==> config.mk <==
export PLATFORM = sky130hd
export DESIGN_NAME = swf_frame_filter
export DESIGN_NICKNAME = d
export VERILOG_FILES = /design/src/hw/swf_pkg.sv /design/src/hw/swf_frame_filter.sv
export SDC_FILE = /design/constraint.sdc
export NUM_CORES = 1
export LEC_CHECK = 0
export ABC_CLOCK_PERIOD_IN_PS = 4200
export BUFFER_PORTS_ARGS = -buffer_cell sky130_fd_sc_hd__buf_2
export CELL_PAD_IN_SITES_DETAIL_PLACEMENT = 1
export CELL_PAD_IN_SITES_GLOBAL_PLACEMENT = 1
export CORE_ASPECT_RATIO = 1.2
export CORE_MARGIN = 2
export CORE_UTILIZATION = 45
export CTS_CLUSTER_DIAMETER = 200
export CTS_CLUSTER_SIZE = 28
export DETAILED_ROUTE_END_ITERATION = 6
export PLACE_DENSITY = 0.81
export RECOVER_POWER = 100
export SYNTH_ARGS = -nofsm -noshare
export SYNTH_HDL_FRONTEND = slang
export SYNTH_SLANG_ARGS = --single-unit
==> constraint.sdc <==
create_clock -name clk_sys -period 4.2 [get_ports clk_sys]
set_input_delay 1.26 -clock clk_sys [delete_from_list [all_inputs] [get_ports clk_sys]]
set_output_delay 1.26 -clock clk_sys [all_outputs]
set_load 0.05 [all_outputs]
==> src/hw/swf_pkg.sv <==
// swf_pkg: register map, field positions and reset values of the
// selective-wake frame filter. Assumes an 8-bit internal register port.
package swf_pkg;

   // ----------------------------------------------------------------
   // register offsets
   // ----------------------------------------------------------------
   localparam logic [7:0] ADDR_EXT_ID_HIGH_BYTE = 8'h30;
   localparam logic [7:0] ADDR_EXT_ID_MID_BYTE = 8'h31;
   localparam logic [7:0] ADDR_ID_LOW_AND_FORMAT = 8'h32;
   localparam logic [7:0] ADDR_BASE_ID_LOW = 8'h33;
   localparam logic [7:0] ADDR_EXT_MASK_TOP = 8'h34;
   localparam logic [7:0] ADDR_EXT_MASK_MID = 8'h35;
   localparam logic [7:0] ADDR_EXT_MASK_LOW = 8'h36;
   localparam logic [7:0] ADDR_BASE_MASK_HIGH = 8'h37;
   localparam logic [7:0] ADDR_BASE_MASK_LOW_LENGTH_MATCH = 8'h38;
   localparam logic [7:0] ADDR_MATCH_BYTE_FIRST = 8'h39;
   localparam logic [7:0] ADDR_MATCH_BYTE_LAST = 8'h40;
   localparam logic [7:0] ADDR_WAKE_RESERVED_FIRST = 8'h41;
   localparam logic [7:0] ADDR_WAKE_RESERVED_LAST = 8'h43;
   localparam logic [7:0] ADDR_WAKE_RATE_CONFIG = 8'h44;
   localparam logic [7:0] ADDR_FRAME_ERROR_COUNT = 8'h45;
   localparam logic [7:0] ADDR_ERROR_OVERFLOW_THRESHOLD = 8'h46;
   localparam logic [7:0] ADDR_WAKE_SETUP_STATUS = 8'h47;

   // ----------------------------------------------------------------
   // field positions
   // ----------------------------------------------------------------
   localparam int FORMAT_BIT = 5;
   localparam int DATA_COMPARE_BIT = 0;
   localparam int LENGTH_LSB = 1;
   localparam int FD_IGNORED_BIT = 7;
   localparam int RATE_LSB = 4;
   localparam int RATIO_LSB = 2;
   localparam int SETUP_COMPLETE_BIT = 7;
   localparam int MATCH_BYTES = 8;

   // ----------------------------------------------------------------
   // reset values and writable-bit masks
   // ----------------------------------------------------------------
   localparam logic [7:0] RESET_ZERO = 8'h00;
   localparam logic [7:0] RESET_WAKE_RATE_CONFIG = 8'h50;
   localparam logic [7:0] RESET_ERROR_OVERFLOW_THRESHOLD = 8'h1f;
   localparam logic [7:0] WMASK_BASE_ID_LOW = 8'hfc;
   localparam logic [7:0] WMASK_EXT_MASK_TOP = 8'h03;
   localparam logic [7:0] WMASK_WAKE_RATE_CONFIG = 8'hfc;

   // ----------------------------------------------------------------
   // arbitration rate codes
   // ----------------------------------------------------------------
   localparam logic [2:0] RATE_50K = 3'h0;
   localparam logic [2:0] RATE_100K = 3'h1;
   localparam logic [2:0] RATE_125K = 3'h2;
   localparam logic [2:0] RATE_250K = 3'h3;
   localparam logic [2:0] RATE_500K = 3'h5;
   localparam logic [2:0] RATE_1M = 3'h7;
   localparam logic [1:0] RATIO_UP_TO_4X = 2'h0;
   localparam logic [1:0] RATIO_5X_TO_10X = 2'h1;

endpackage

==> src/hw/swf_frame_filter.sv <==
// swf_frame_filter: selective-wake id/data match registers, rate setup,
// and the frame error counter with its overflow flag.
// Assumes a protocol decoder in front that reports each finished frame as a
// one-cycle strobe with its decoded fields, synchronous to clk_sys.
//
// Notes on behaviour
// - format bit picks 11-bit or 29-bit id
// - extended id bits 17:0 in three registers
// - base id split over third, fourth register
// - extended mask bits 17:0 in three registers
// - base mask in fourth and length register
// - compare off: length, data, remote accepted
// - compare on: length equal, data any-one, no remote
// - eight match bytes from offset 39h up
// - rate code table, reset 500 kbps
// - fd ratio codes 00b and 01b
// - fd frames count as error unless ignored
// - counter up on stuff or crc errors
// - counter down on good frame if nonzero
// - increment past threshold overflows, sets flag
// - counter cleared on detect enable, silence
// - three reserved registers read zero
// - threshold resets to 31
// - config writes clear setup complete bit
`timescale 1ns/1ps

module swf_frame_filter
   import swf_pkg::*;
#(
   parameter int ID_BITS = 29,
   parameter int COUNT_BITS = 8
) (
   // clock and reset
   input wire logic clk_sys,
   input wire logic nrst,
   // register port
   input wire logic regWrite,
   input wire logic regRead,
   input wire logic [7:0] regAddr,
   input wire logic [7:0] regWrData,
   output logic [7:0] regRdData,
   // decoded frame from the bus side
   input wire logic frameDone,
   input wire logic frameError,
   input wire logic frameFd,
   input wire logic frameRemote,
   input wire logic frameExtended,
   input wire logic [ID_BITS-1:0] frameId,
   input wire logic [3:0] frameLength,
   input wire logic [63:0] frameData,
   // device context
   input wire logic frameDetectEnable,
   input wire logic silenceDetected,
   input wire logic overflowClear,
   // results
   output logic wakeMatch,
   output logic errorOverflowFlag,
   output logic wakeSetupComplete,
   output logic fdFramesIgnored,
   output logic [2:0] arbitrationRateCode,
   output logic [1:0] fdRatioCode,
   output logic rateCodeReserved
);

   // ----------------------------------------------------------------
   // helpers
   // ----------------------------------------------------------------

   // any write in this range invalidates the wake setup
   function automatic logic isWakeConfigAddr(input logic [7:0] a);
      isWakeConfigAddr = ((a >= ADDR_EXT_ID_HIGH_BYTE) && (a <= ADDR_WAKE_RATE_CONFIG))
         || (a == ADDR_ERROR_OVERFLOW_THRESHOLD);
   endfunction

   // storage registers
   logic [7:0] extIdHighByte;
   logic [7:0] extIdMidByte;
   logic [7:0] idLowAndFormat;
   logic [7:0] baseIdLow;
   logic [7:0] extMaskTop;
   logic [7:0] extMaskMid;
   logic [7:0] extMaskLow;
   logic [7:0] baseMaskHigh;
   logic [7:0] baseMaskLowLengthMatch;
   logic [7:0] matchDataByte [MATCH_BYTES];
   logic [7:0] wakeRateConfig;
   logic [7:0] errorOverflowThreshold;
   logic [COUNT_BITS-1:0] frameErrorCount;
   logic detectEnableSeen;

   // ----------------------------------------------------------------
   // register writes
   // ----------------------------------------------------------------

   always_ff @(posedge clk_sys or negedge nrst) begin
      if (!nrst) begin
         extIdHighByte <= RESET_ZERO;
         extIdMidByte <= RESET_ZERO;
         idLowAndFormat <= RESET_ZERO;
         baseIdLow <= RESET_ZERO;
      end else if (regWrite) begin
         if (regAddr == ADDR_EXT_ID_HIGH_BYTE) begin
            extIdHighByte <= regWrData;
         end else if (regAddr == ADDR_EXT_ID_MID_BYTE) begin
            extIdMidByte <= regWrData;
         end else if (regAddr == ADDR_ID_LOW_AND_FORMAT) begin
            idLowAndFormat <= regWrData;
         end else if (regAddr == ADDR_BASE_ID_LOW) begin
            baseIdLow <= regWrData & WMASK_BASE_ID_LOW;
         end
      end
   end

   always_ff @(posedge clk_sys or negedge nrst) begin
      if (!nrst) begin
         extMaskTop <= RESET_ZERO;
         extMaskMid <= RESET_ZERO;
         extMaskLow <= RESET_ZERO;
         baseMaskHigh <= RESET_ZERO;
         baseMaskLowLengthMatch <= RESET_ZERO;
      end else if (regWrite) begin
         if (regAddr == ADDR_EXT_MASK_TOP) begin
            extMaskTop <= regWrData & WMASK_EXT_MASK_TOP;
         end else if (regAddr == ADDR_EXT_MASK_MID) begin
            extMaskMid <= regWrData;
         end else if (regAddr == ADDR_EXT_MASK_LOW) begin
            extMaskLow <= regWrData;
         end else if (regAddr == ADDR_BASE_MASK_HIGH) begin
            baseMaskHigh <= regWrData;
         end else if (regAddr == ADDR_BASE_MASK_LOW_LENGTH_MATCH) begin
            baseMaskLowLengthMatch <= regWrData;
         end
      end
   end

   generate
      for (genvar b = 0; b < MATCH_BYTES; b++) begin : gMatchByte
         always_ff @(posedge clk_sys or negedge nrst) begin
            if (!nrst) begin
               matchDataByte[b] <= RESET_ZERO;
            end else if (regWrite && (regAddr == ADDR_MATCH_BYTE_FIRST + 8'(b))) begin
               matchDataByte[b] <= regWrData;
            end
         end
      end
   endgenerate

   // rate setup and threshold with their reset values
   always_ff @(posedge clk_sys or negedge nrst) begin
      if (!nrst) begin
         wakeRateConfig <= RESET_WAKE_RATE_CONFIG;
         errorOverflowThreshold <= RESET_ERROR_OVERFLOW_THRESHOLD;
      end else if (regWrite) begin
         if (regAddr == ADDR_WAKE_RATE_CONFIG) begin
            wakeRateConfig <= regWrData & WMASK_WAKE_RATE_CONFIG;
         end else if (regAddr == ADDR_ERROR_OVERFLOW_THRESHOLD) begin
            errorOverflowThreshold <= regWrData;
         end
      end
   end

   // setup complete: set by software, dropped by any config write
   always_ff @(posedge clk_sys or negedge nrst) begin
      if (!nrst) begin
         wakeSetupComplete <= 1'b0;
      end else if (regWrite) begin
         if (regAddr == ADDR_WAKE_SETUP_STATUS) begin
            wakeSetupComplete <= regWrData[SETUP_COMPLETE_BIT];
         end else if (isWakeConfigAddr(regAddr)) begin
            wakeSetupComplete <= 1'b0;
         end
      end
   end

   // ----------------------------------------------------------------
   // configuration outputs
   // ----------------------------------------------------------------

   // rate fields decoded for the bit timing logic
   assign arbitrationRateCode = wakeRateConfig[RATE_LSB +: 3];
   assign fdRatioCode = wakeRateConfig[RATIO_LSB +: 2];
   assign fdFramesIgnored = wakeRateConfig[FD_IGNORED_BIT];

   // reserved codes are flagged so the decoder can refuse to arm
   always_comb begin
      case (arbitrationRateCode)
         RATE_50K, RATE_100K, RATE_125K, RATE_250K, RATE_500K, RATE_1M: rateCodeReserved = 1'b0;
         default: rateCodeReserved = 1'b1;
      endcase
      if ((fdRatioCode != RATIO_UP_TO_4X) && (fdRatioCode != RATIO_5X_TO_10X)) begin
         rateCodeReserved = 1'b1;
      end
   end

   // ----------------------------------------------------------------
   // identifier match
   // ----------------------------------------------------------------
   logic [ID_BITS-1:0] wantId;
   logic [ID_BITS-1:0] careMask;
   logic idMatch;

   always_comb begin
      wantId = '0;
      careMask = '0;
      if (idLowAndFormat[FORMAT_BIT]) begin
         wantId = {idLowAndFormat[4:0], baseIdLow[7:2], extIdHighByte, extIdMidByte, idLowAndFormat[7:6]};
         careMask = ~{baseMaskHigh, baseMaskLowLengthMatch[7:5], extMaskTop[1:0], extMaskMid, extMaskLow};
      end else begin
         wantId[10:0] = {idLowAndFormat[4:0], baseIdLow[7:2]};
         careMask[10:0] = ~{baseMaskHigh, baseMaskLowLengthMatch[7:5]};
      end
   end

   // masked bits are don't care; format must agree
   assign idMatch = (frameExtended == idLowAndFormat[FORMAT_BIT])
      && (((frameId ^ wantId) & careMask) == '0);

   // ----------------------------------------------------------------
   // length and data match
   // ----------------------------------------------------------------
   logic [3:0] byteCount;
   logic [MATCH_BYTES-1:0] byteHit;
   logic dataMatch;

   // lengths above eight still only cover the eight match bytes
   assign byteCount = (frameLength > 4'h8) ? 4'h8 : frameLength;

   generate
      for (genvar b = 0; b < MATCH_BYTES; b++) begin : gByteHit
         assign byteHit[b] = (4'(b) < byteCount) && ((frameData[8*b +: 8] & matchDataByte[b]) != 8'h00);
      end
   endgenerate

   always_comb begin
      if (!baseMaskLowLengthMatch[DATA_COMPARE_BIT]) begin
         // compare off: length and data assumed valid
         dataMatch = 1'b1;
      end else begin
         // compare on: remote refused, length equal, any one bit
         dataMatch = !frameRemote && (frameLength == baseMaskLowLengthMatch[LENGTH_LSB +: 4]) && (|byteHit);
      end
   end

   // wake only on clean frames, with setup confirmed and detection on
   always_ff @(posedge clk_sys or negedge nrst) begin
      if (!nrst) begin
         wakeMatch <= 1'b0;
      end else begin
         wakeMatch <= frameDone && !frameError && !frameFd && wakeSetupComplete && frameDetectEnable
            && idMatch && dataMatch;
      end
   end

   // ----------------------------------------------------------------
   // frame error counter
   // ----------------------------------------------------------------
   logic countUp;
   logic countDown;
   logic countClear;
   logic overflowEvent;

   // error frames; fd frames count unless ignored
   assign countUp = frameDone && (frameError || (frameFd && !fdFramesIgnored));
   // good classic frames count down, never below zero
   assign countDown = frameDone && !frameError && !frameFd && (frameErrorCount != '0);
   // enabling detection or bus silence empties the counter
   assign countClear = (frameDetectEnable && !detectEnableSeen) || silenceDetected;
   assign overflowEvent = countUp && !countClear && (frameErrorCount == errorOverflowThreshold);

   always_ff @(posedge clk_sys or negedge nrst) begin
      if (!nrst) begin
         detectEnableSeen <= 1'b0;
      end else begin
         detectEnableSeen <= frameDetectEnable;
      end
   end

   always_ff @(posedge clk_sys or negedge nrst) begin
      if (!nrst) begin
         frameErrorCount <= '0;
      end else if (countClear) begin
         frameErrorCount <= '0;
      end else if (overflowEvent) begin
         frameErrorCount <= '0;
      end else if (countUp) begin
         frameErrorCount <= frameErrorCount + COUNT_BITS'(1);
      end else if (countDown) begin
         frameErrorCount <= frameErrorCount - COUNT_BITS'(1);
      end
   end

   // sticky flag; a new overflow wins over a clear in the same cycle
   always_ff @(posedge clk_sys or negedge nrst) begin
      if (!nrst) begin
         errorOverflowFlag <= 1'b0;
      end else if (overflowEvent) begin
         errorOverflowFlag <= 1'b1;
      end else if (overflowClear) begin
         errorOverflowFlag <= 1'b0;
      end
   end

   // ----------------------------------------------------------------
   // register reads
   // ----------------------------------------------------------------
   logic [7:0] next_regRdData;

   always_comb begin
      next_regRdData = 8'h00;
      if (regAddr == ADDR_EXT_ID_HIGH_BYTE) begin
         next_regRdData = extIdHighByte;
      end else if (regAddr == ADDR_EXT_ID_MID_BYTE) begin
         next_regRdData = extIdMidByte;
      end else if (regAddr == ADDR_ID_LOW_AND_FORMAT) begin
         next_regRdData = idLowAndFormat;
      end else if (regAddr == ADDR_BASE_ID_LOW) begin
         next_regRdData = baseIdLow;
      end else if (regAddr == ADDR_EXT_MASK_TOP) begin
         next_regRdData = extMaskTop;
      end else if (regAddr == ADDR_EXT_MASK_MID) begin
         next_regRdData = extMaskMid;
      end else if (regAddr == ADDR_EXT_MASK_LOW) begin
         next_regRdData = extMaskLow;
      end else if (regAddr == ADDR_BASE_MASK_HIGH) begin
         next_regRdData = baseMaskHigh;
      end else if (regAddr == ADDR_BASE_MASK_LOW_LENGTH_MATCH) begin
         next_regRdData = baseMaskLowLengthMatch;
      end else if ((regAddr >= ADDR_MATCH_BYTE_FIRST) && (regAddr <= ADDR_MATCH_BYTE_LAST)) begin
         next_regRdData = matchDataByte[3'(regAddr - ADDR_MATCH_BYTE_FIRST)];
      end else if ((regAddr >= ADDR_WAKE_RESERVED_FIRST) && (regAddr <= ADDR_WAKE_RESERVED_LAST)) begin
         next_regRdData = 8'h00;
      end else if (regAddr == ADDR_WAKE_RATE_CONFIG) begin
         next_regRdData = wakeRateConfig;
      end else if (regAddr == ADDR_FRAME_ERROR_COUNT) begin
         next_regRdData = 8'(frameErrorCount);
      end else if (regAddr == ADDR_ERROR_OVERFLOW_THRESHOLD) begin
         next_regRdData = errorOverflowThreshold;
      end else if (regAddr == ADDR_WAKE_SETUP_STATUS) begin
         next_regRdData = {wakeSetupComplete, 7'h00};
      end
   end

   // read data is held until the next read
   always_ff @(posedge clk_sys or negedge nrst) begin
      if (!nrst) begin
         regRdData <= 8'h00;
      end else if (regRead) begin
         regRdData <= next_regRdData;
      end
   end

endmodule // swf_frame_filter

==> results of run 1 <==
per-stage QoR:
stage / setup WS, ps / hold WS [ps] / total power [mW] / area [sq um]
4_1_cts: 980 / 489 / 4.12 / 10900
2_1_floorplan: 779 / 482 / 2.19 / 9270
6_report: 589 / 485 / 4.10 / 10800
3_3_place_gp: 594 / 462 / 2.46 / 10300
5_1_grt: 502 / 502 / 4.25 / 10800
3_5_place_dp: 554 / 472 / 2.49 / 10300
registers in the layout (all words and copies together) (netlist names), 8 cells and up:
name and cells:
frameErrorCount 8, errorOverflowThreshold 8, extIdMidByte 8, extMaskLow 8, baseMaskLowLengthMatch 8, extIdHighByte 8
idLowAndFormat 8, regRdData 8, matchDataByte 64, extMaskMid 8, baseMaskHigh 8
power by group through the flow:
stage	clock [mW]	combinational [mW]	sequential, mW
6_report	1.64	0.703	1.76
5_1_grt	1.71	0.762	1.77
4_1_cts	1.65	0.711	1.76
3_5_place_dp	0	0.702	1.79
3_3_place_gp	0	0.677	1.79
2_1_floorplan	0	0.427	1.76
per-layer routing:
metal	routed length [um]	global-route usage, %
met5	0	0
met4	1400	13.5
met3	2280	6.09
met2	16200	51.8
met1	13100	39.2
cells in the final DEF (no fill, tap or decap), types with 27 or more instances in the layout:
cell	instances
a21oi_1	39
a22oi_1	31
buf_2	118
clkbuf_1	29
dfrtp_1	155
mux2_2	129
nand2_1	55
nor2_1	29
o22ai_1	27
xnor2_1	54
critical path, stage by stage:
cell	delay, ps
clkbuf_1	170
inv_1	110
ha_1	610
clkbuf_1	400
mux4_2	390
mux2i_1	160
a21oi_1	70
a211oi_1	500
o221ai_1	220
how the worst max path moves through the flow:
| stage | start | end | slack [ps] | depth (start not counted) |
|---|---|---|---|---|
| after floorplan | regAddr[0] | regRdData[7] | 780 | 10 |
| after global placement | regAddr[0] | regRdData[2] | 590 | 9 |
| after detailed placement | regAddr[0] | regRdData[2] | 550 | 9 |
| after CTS | regAddr[0] | regRdData[2] | 980 | 9 |
| after global routing | regAddr[0] | regRdData[2] | 500 | 9 |
| final | regAddr[0] | regRdData[2] | 590 | 9 |
logic make-up (layout without fill, tap and decap cells):
logic type               Yosys count  count (layout)  share of synthesized area (%)
adder cells (fa/ha/maj)           12              12                           1.70
XOR/XNOR                          57              57                           5.59
buffers and inverters             67             216                           3.04
AO/OA/AOI/OAI                    198             198                           14.6
flip-flops                       162             162                           43.8
multiplexers                     165             165                           21.9
AND/OR/NAND/NOR                  165             165                           9.42
cell type report:
type	count	area, sq um	share of cell area [%]
inverters	26	97.6	0.904
multi-input cells	597	4890	45.3
well taps	265	332	3.07
repair buffers	158	793	7.34
flip-flops and latches	162	4060	37.6
clock inverters	14	193	1.78
clock buffers	18	429	3.97
==> results.sh, run 1 <==
export IMPL_clockBufferDepth=2
export IMPL_clock_fmax_mhz=277
export IMPL_routed_wirelength_um=33000
export IMPL_ctsHoldBuffers=0
export IMPL_nFillCells=2240
export IMPL_hold_viol_final=0
export IMPL_gr_total_overflow=0
export IMPL_crit_fanout=11
export IMPL_tightest_slew_ps=2030
export IMPL_whs_endpoint="errorOverflowFlag"
export IMPL_viasPerCell=6.35
export IMPL_r2r_worst_path_cells=7
export IMPL_cts_root_buf="clkbuf_16"
export IMPL_critical_path_class="in2reg"
export IMPL_p_sw_share_pct=31.6
export IMPL_synth_warnings=0
export IMPL_portBuffers=142
export IMPL_drtAntennaViolNets=0
export IMPL_syn_to_final_growth_pct=16.5
export IMPL_cts_tree="built"
export IMPL_hold_depth=1
export IMPL_track_usage_pct=31.0
export IMPL_post_route_period_util_pct=86.0
export IMPL_grt_pass1_wl_um=50300
export IMPL_synth_edf_count=0
export IMPL_first_pass_iters=4
export IMPL_drv_slew=76
export IMPL_numClockSinks=162
export IMPL_rows=57
export IMPL_drtIter0Drc=548
export IMPL_hpwl_um=23800
export IMPL_synthArstFlopShare_pct=100
export IMPL_antenna_found_initial=0
export IMPL_timing_rr_end="frameErrorCount[6]"
export IMPL_die_area_sq_um=21800
export IMPL_cts_htree_levels=4
export IMPL_syn_num_nets=963
export IMPL_irDropWorstVdd_uv=275
export IMPL_outcome="finished with violations"
export IMPL_hold_path_class="reg2reg"
export IMPL_avgSynthCellArea_sq_um=11.2
export IMPL_yosysTopAreaCellShare_pct=41.8
export IMPL_p_int_mw=2.81
export IMPL_syn_area_sq_um=9270
export IMPL_endpoint_kind="flip-flop"
export IMPL_routedWlPerCell_um=26.6
export IMPL_p_seq_share_pct=43.0
export IMPL_start_util_pct=45.8
export IMPL_grt_max_degree=77
export IMPL_dieWidth_um=135
export IMPL_dp_cells=1208
export IMPL_synthTopCellsByCount="155 x dfrtp_1, 133 x mux2_2, 54 x nand2_1, 54 x xnor2_1, 39 x a21oi_1"
export IMPL_r2r_slack_ps=1330
export IMPL_netlist_top_cell_by_area="dfrtp_1"
export IMPL_coreArea_sq_um=20300
export IMPL_fin_tns_setup_ps=0
export IMPL_ios=143
export IMPL_maxCapViolCount=1
export IMPL_layout_min_cycle_time_ps=3610
export IMPL_slew_headroom_pct=-35.1
export IMPL_layout_cells_non_filler=1240
export IMPL_skew_ps=13.7
export IMPL_pwr_share_clk_pct=39.9
export IMPL_p_comb_share_pct=17.1
export IMPL_ys_seq_area_share_pct=43.8
export IMPL_diodes=0
export IMPL_net_switching_power_mw=1.30
export IMPL_cts_clk_slew_worst_paths_ps=70
export IMPL_yosys_most_used_dff="dfrtp_1"
export IMPL_cts_buffers=17
export IMPL_setup_violations=0
export IMPL_crit_arrival_ps=3900
export IMPL_drive_above_1_share_pct=32.7
export IMPL_grt_pass1_vias=8421
export IMPL_vias=7875
export IMPL_r2r_start="wakeRateConfig[7]"
export IMPL_cts_resized=0
export IMPL_rsz0062_at_grt="false"
export IMPL_ys_top_cells_by_area="dfrtp_1 42%, mux2_2 16%, xnor2_1 5.1%"
export IMPL_fin_util_pct=53.3
export IMPL_yosys_register_bits=162
export IMPL_syn_inst=826
export IMPL_gp_congestion=0.945
export IMPL_crit_path_start_kind="input pin"
export IMPL_final_nets=1099
export IMPL_leakage_nw=4.89
export IMPL_power_density_nw_per_um2=380
export IMPL_die_y_um=161
export IMPL_drc_errors=0
export IMPL_violations="max-capacitance violations, max-slew violations"
export IMPL_synth_most_common_cell="dfrtp_1"
export IMPL_clock_latency_ps=440
export IMPL_worstPathRequired_ps=4490
export IMPL_yosysUniqueCellTypes=74
export IMPL_hp_start="errorOverflowFlag"
export IMPL_postCtsSetupBuffers=0
Power figures use the tool's default switching activity.
==> inputs of run 2 (changes only) <==
--- a/config.mk
+++ b/config.mk
@@ -12,6 +12,7 @@
 export CORE_ASPECT_RATIO = 1.2
 export CORE_MARGIN = 2
 export CORE_UTILIZATION = 45
+export CTS_BUF_LIST = sky130_fd_sc_hd__clkbuf_4 sky130_fd_sc_hd__clkbuf_8
 export CTS_CLUSTER_DIAMETER = 200
 export CTS_CLUSTER_SIZE = 28
 export DETAILED_ROUTE_END_ITERATION = 6
==> run 2 against run 1 <==
Effect of this change:
- the run still ends with max-capacitance violations, max-slew violations left
- global-route usage fell by 0.53 points
- critical path type unchanged
- setup slack improved by 180 ps
- total power fell by 9.9%
- die area did not move
- combinational power barely moved
- non-clock buffer count did not move
- sequential power barely moved
- flip-flop and latch count did not move
- clock power fell by 24%
- fmax rose by 5.3%
- sequential share of layout area rose by 0.68 points
- hold slack improved by 5.5 ps
==> results.sh, run 2 (synthesized netlist as in run 1, its figures left out) <==
export IMPL_outcome="finished with violations"
export IMPL_violations="max-capacitance violations, max-slew violations"
export IMPL_cts_htree_levels=4
export IMPL_clock_fmax_mhz=292
export IMPL_vias=7860
export IMPL_cts_buffers=17
export IMPL_gr_total_overflow=0
export IMPL_hold_viol_final=0
export IMPL_slew_headroom_pct=-35.4
export IMPL_cts_clk_slew_worst_paths_ps=100
export IMPL_drv_slew=76
export IMPL_setup_violations=0
export IMPL_hpwl_um=23800
export IMPL_diodes=0
export IMPL_coreArea_sq_um=20300
export IMPL_drtAntennaViolNets=0
export IMPL_crit_fanout=11
export IMPL_numClockSinks=162
export IMPL_ctsHoldBuffers=0
export IMPL_dieWidth_um=135
export IMPL_fin_tns_setup_ps=0
export IMPL_maxCapViolCount=1
export IMPL_pre_cts_slack_ps=554
export IMPL_layout_min_cycle_time_ps=3430
export IMPL_endpoint_kind="flip-flop"
export IMPL_gp_congestion=0.945
export IMPL_first_pass_iters=5
export IMPL_syn_to_final_growth_pct=14.4
export IMPL_drtIter0Drc=654
export IMPL_routed_wirelength_um=32500
export IMPL_cts_tree="built"
export IMPL_rsz0062_at_grt="false"
export IMPL_die_area_sq_um=21800
export IMPL_clockBufferDepth=2
export IMPL_track_usage_pct=30.5
export IMPL_critical_path_class="in2reg"
export IMPL_irDropWorstVdd_uv=195
export IMPL_crit_path_start_kind="input pin"
export IMPL_setup_ws_ps=771
export IMPL_power_density_nw_per_um2=349
export IMPL_start_util_pct=45.8
export IMPL_drive_above_1_share_pct=32.9
export IMPL_routedWlPerCell_um=26.2
export IMPL_worstPathRequired_ps=4550
export IMPL_ios=143
export IMPL_largest_register="matchDataByte"
export IMPL_nFillCells=2275
export IMPL_tightest_slew_ps=2030
export IMPL_grt_max_degree=77
export IMPL_leakage_nw=4.80
export IMPL_die_y_um=161
export IMPL_viasPerCell=6.34
export IMPL_mostFrequentLayoutCells="155 x dfrtp_1, 131 x mux2_2, 118 x buf_2, 55 x nand2_1, 54 x xnor2_1"
export IMPL_postCtsSetupBuffers=0
export IMPL_final_common_cell="dfrtp_1"
export IMPL_clock_latency_ps=500
export IMPL_grt_pass1_wl_um=49700
export IMPL_skew_ps=19.8
export IMPL_hold_path_class="reg2reg"
export IMPL_drc_errors=0
export IMPL_crit_arrival_ps=3780
export IMPL_cts_root_buf="clkbuf_8"
export IMPL_final_nets=1099
export IMPL_r2r_slack_ps=1320
export IMPL_portBuffers=142
export IMPL_post_route_period_util_pct=81.7
export IMPL_rows=57
export IMPL_cts_resized=0
export IMPL_power_total_mw=3.70
export IMPL_antenna_found_initial=0
export IMPL_largest_register_ffs=64
export IMPL_grt_pass1_vias=8367
run 2: critical path, stage by stage:
cell	delay, ps
clkbuf_1	160
inv_1	100
ha_1	600
clkbuf_1	390
mux4_2	390
mux2i_1	160
a21oi_1	70
a211oi_1	430
o221ai_1	200
run 2: area by class of cell:
cell class / instances / area [sq um] / share of cell area [%]
inverter: 26 / 97.6 / 0.920
sequential: 162 / 4060 / 38.3
clock buffer: 18 / 241 / 2.28
multi-input combinational: 597 / 4890 / 46.1
clock inverter: 14 / 193 / 1.82
tap: 265 / 332 / 3.12
timing repair buffer: 158 / 790 / 7.44
run 2: power by group:
group | internal, mW | leakage [nW] | switching [mW] | total, mW
registers | 1.65 | 2.20 | 0.116 | 1.76
logic | 0.299 | 2.38 | 0.401 | 0.700
clock network | 0.517 | 0.212 | 0.720 | 1.24
total | 2.46 | 4.80 | 1.24 | 3.70
run 2: worst paths after layout:
kind,end,start,depth (start not counted)
setup / recovery,regRdData[2],regAddr[0],9
hold / removal,errorOverflowFlag,errorOverflowFlag,1
setup reg to reg,frameErrorCount[6],wakeRateConfig[7],7
hold reg to reg,errorOverflowFlag,errorOverflowFlag,1
max in group asynchronous,wakeMatch,nrst,2
min in group asynchronous,baseIdLow[7],nrst,1
run 2: through the flow:
stage	instance area [sq um]	utilization, %	cells	hold slack, ps
after CTS	10700	52.9	1240	495
final	10600	52.4	1240	490
after detailed placement	10300	50.7	1208	472
after floorplan	9270	-	826	482
after global placement	10300	50.7	1208	462
after global routing	10600	52.4	1240	508
run 2: routing by layer:
layer / up-vias / GRT usage [%] / part of all wire, %
li1: 3382 / - / -
met4: 0 / 11.4 / 3.5
met1: 4027 / 39.5 / 41
met5: - / 0 / 0
met3: 73 / 4.99 / 6.5
met2: 378 / 51.5 / 49
==> inputs of run 3 (changes only) <==
--- a/config.mk
+++ b/config.mk
@@ -5,18 +5,18 @@
 export SDC_FILE = /design/constraint.sdc
 export NUM_CORES = 1
 export LEC_CHECK = 0
-export ABC_CLOCK_PERIOD_IN_PS = 4200
+export ABC_CLOCK_PERIOD_IN_PS = 2900
 export BUFFER_PORTS_ARGS = -buffer_cell sky130_fd_sc_hd__buf_2
 export CELL_PAD_IN_SITES_DETAIL_PLACEMENT = 1
 export CELL_PAD_IN_SITES_GLOBAL_PLACEMENT = 1
 export CORE_ASPECT_RATIO = 1.2
 export CORE_MARGIN = 2
-export CORE_UTILIZATION = 45
+export CORE_UTILIZATION = 42
 export CTS_BUF_LIST = sky130_fd_sc_hd__clkbuf_4 sky130_fd_sc_hd__clkbuf_8
 export CTS_CLUSTER_DIAMETER = 200
 export CTS_CLUSTER_SIZE = 28
 export DETAILED_ROUTE_END_ITERATION = 6
-export PLACE_DENSITY = 0.81
+export PLACE_DENSITY = 0.79
 export RECOVER_POWER = 100
 export SYNTH_ARGS = -nofsm -noshare
 export SYNTH_HDL_FRONTEND = slang
==> constraint.sdc (replaced) <==
create_clock -name clk_sys -period 2.9 [get_ports clk_sys]
set_input_delay 0.87 -clock clk_sys [delete_from_list [all_inputs] [get_ports clk_sys]]
set_output_delay 0.87 -clock clk_sys [all_outputs]
set_load 0.05 [all_outputs]
==> run 3 against run 2 <==
Effect of this change:
- the flow still finishes with violations (max-capacitance violations, max-slew violations)
- utilization down 2.3 points
- sequential power up 46%
- wire length up 1.8%
- clock skew down 5.9 ps
- largest power group unchanged
- clock power up 42%
- first-iteration DRC count up 1.4%
- flip-flop and latch count unchanged
- critical endpoint is now regRdData[7]
- critical path type unchanged
- hold slack worse by 2.8 ps
==> results.sh, run 3 (synthesized netlist as in run 1, its figures left out) <==
export IMPL_fin_tns_setup_ps=0
export IMPL_critical_path_class="in2reg"
export IMPL_first_pass_iters=4
export IMPL_drtAntennaViolNets=0
export IMPL_dieWidth_um=140
export IMPL_cts_resized=0
export IMPL_fin_area_sq_um=10900
export IMPL_grt_pass1_wl_um=51000
export IMPL_leakage_nw=4.94
export IMPL_setup_violations=0
export IMPL_crit_arrival_ps=3020
export IMPL_routedWlPerCell_um=25.9
export IMPL_irDropWorstVdd_uv=244
export IMPL_drtIter0Drc=663
export IMPL_rsz0062_at_grt="false"
export IMPL_slew_headroom_pct=-20.7
export IMPL_die_area_sq_um=23300
export IMPL_maxCapViolCount=1
export IMPL_final_common_cell="dfrtp_1"
export IMPL_antenna_found_initial=0
export IMPL_cts_htree_levels=4
export IMPL_final_nets=1127
export IMPL_routed_wirelength_um=33100
export IMPL_viasPerCell=6.22
export IMPL_grt_pass1_vias=8588
export IMPL_power_total_mw=5.38
export IMPL_die_y_um=167
export IMPL_post_route_period_util_pct=91.8
export IMPL_power_density_nw_per_um2=495
export IMPL_endpoint_kind="flip-flop"
export IMPL_crit_fanout=9
export IMPL_clockBufferDepth=2
export IMPL_postCtsSetupBuffers=0
export IMPL_portBuffers=142
export IMPL_ctsHoldBuffers=0
export IMPL_crit_path_start_kind="input pin"
export IMPL_cts_root_buf="clkbuf_8"
export IMPL_violations="max-capacitance violations, max-slew violations"
export IMPL_cts_clk_slew_worst_paths_ps=100
export IMPL_hold_viol_final=0
export IMPL_cts_tree="built"
export IMPL_tightest_slew_ps=1810
export IMPL_hpwl_um=24800
export IMPL_placed_cell_area_sq_um=10500
export IMPL_coreArea_sq_um=21700
export IMPL_hold_path_class="reg2reg"
export IMPL_worstPathRequired_ps=3250
export IMPL_drv_slew=64
export IMPL_largest_register="matchDataByte"
export IMPL_gr_total_overflow=0
export IMPL_vias=7945
export IMPL_ios=143
export IMPL_drc_errors=0
export IMPL_skew_ps=13.9
export IMPL_mostFrequentLayoutCells="155 x dfrtp_1, 131 x mux2_2, 118 x buf_2, 55 x nand2_1, 54 x xnor2_1"
export IMPL_largest_register_ffs=64
export IMPL_clock_fmax_mhz=376
export IMPL_track_usage_pct=28.6
export IMPL_rows=59
export IMPL_outcome="finished with violations"
export IMPL_numClockSinks=162
export IMPL_grt_max_degree=65
export IMPL_start_util_pct=42.7
export IMPL_gp_congestion=0.945
export IMPL_diodes=0
export IMPL_drive_above_1_share_pct=34.8
export IMPL_layout_min_cycle_time_ps=2660
export IMPL_clock_latency_ps=480
export IMPL_cts_buffers=17
export IMPL_syn_to_final_growth_pct=17.1
[run 3: cell types whose count changed in the layout (fill, tap and decap cells not counted), sizes merged]
cell      change
clkinv        -5
buf          +25
clkbuf        +3
inv           +2
clkinvlp      +2
bufinv        +1
[run 3: through the flow]
step	instances	util [%]	hold slack (ps)	worst slack [ps]
floorplan	826	-	482	-29.0
global placement	1245	48.6	458	21.9
detailed placement	1245	48.6	467	-62.3
CTS	1277	50.5	389	402
global route	1277	50.1	526	125
finish	1277	50.1	488	238
[run 3: cell type report]
cell class / instances / area (sq um)
clock buffer: 18 / 241
fill: 2414 / 10800
clock inverter: 14 / 168
sequential: 162 / 4060
inverter: 26 / 97.6
timing repair buffer: 186 / 1040
multi-input combinational: 597 / 4910
tap: 274 / 343
[run 3: worst paths after layout]
| check | start | end | slack [ps] | cells past startpoint |
|---|---|---|---|---|
| max reg2reg | wakeRateConfig[7] | frameErrorCount[7] | 480 | 10 |
| min | errorOverflowFlag | errorOverflowFlag | 490 | 1 |
| min in group asynchronous | nrst | matchDataByte[52] | 850 | 1 |
| max | regAddr[0] | regRdData[7] | 240 | 8 |
| min reg2reg | errorOverflowFlag | errorOverflowFlag | 490 | 1 |
| max in group asynchronous | nrst | matchDataByte[5] | 590 | 2 |
[run 3: per-layer routing]
layer  wire [um]  up-vias  track usage, %
li1            -     3439               -
met1       13400     4062            36.3
met2       16200      350            48.2
met3        1890       94            4.57
met4        1540        0            13.4
met5           0        -               0
[run 3: worst max-delay path, stage by stage]
cell and delay [ps]:
clkbuf_1 190, inv_1 110, ha_1 560, mux4_2 380
mux2_1 340, a221o_1 360, a21oi_1 140, o31ai_1 80
[run 3: power breakdown]
part           total (mW)  internal (mW)  switching (mW)  leakage, nW
clock network        1.76          0.804           0.956        0.201
logic                1.05          0.466           0.585         2.53
registers            2.57           2.38           0.182         2.20
total                5.38           3.65            1.72         4.94
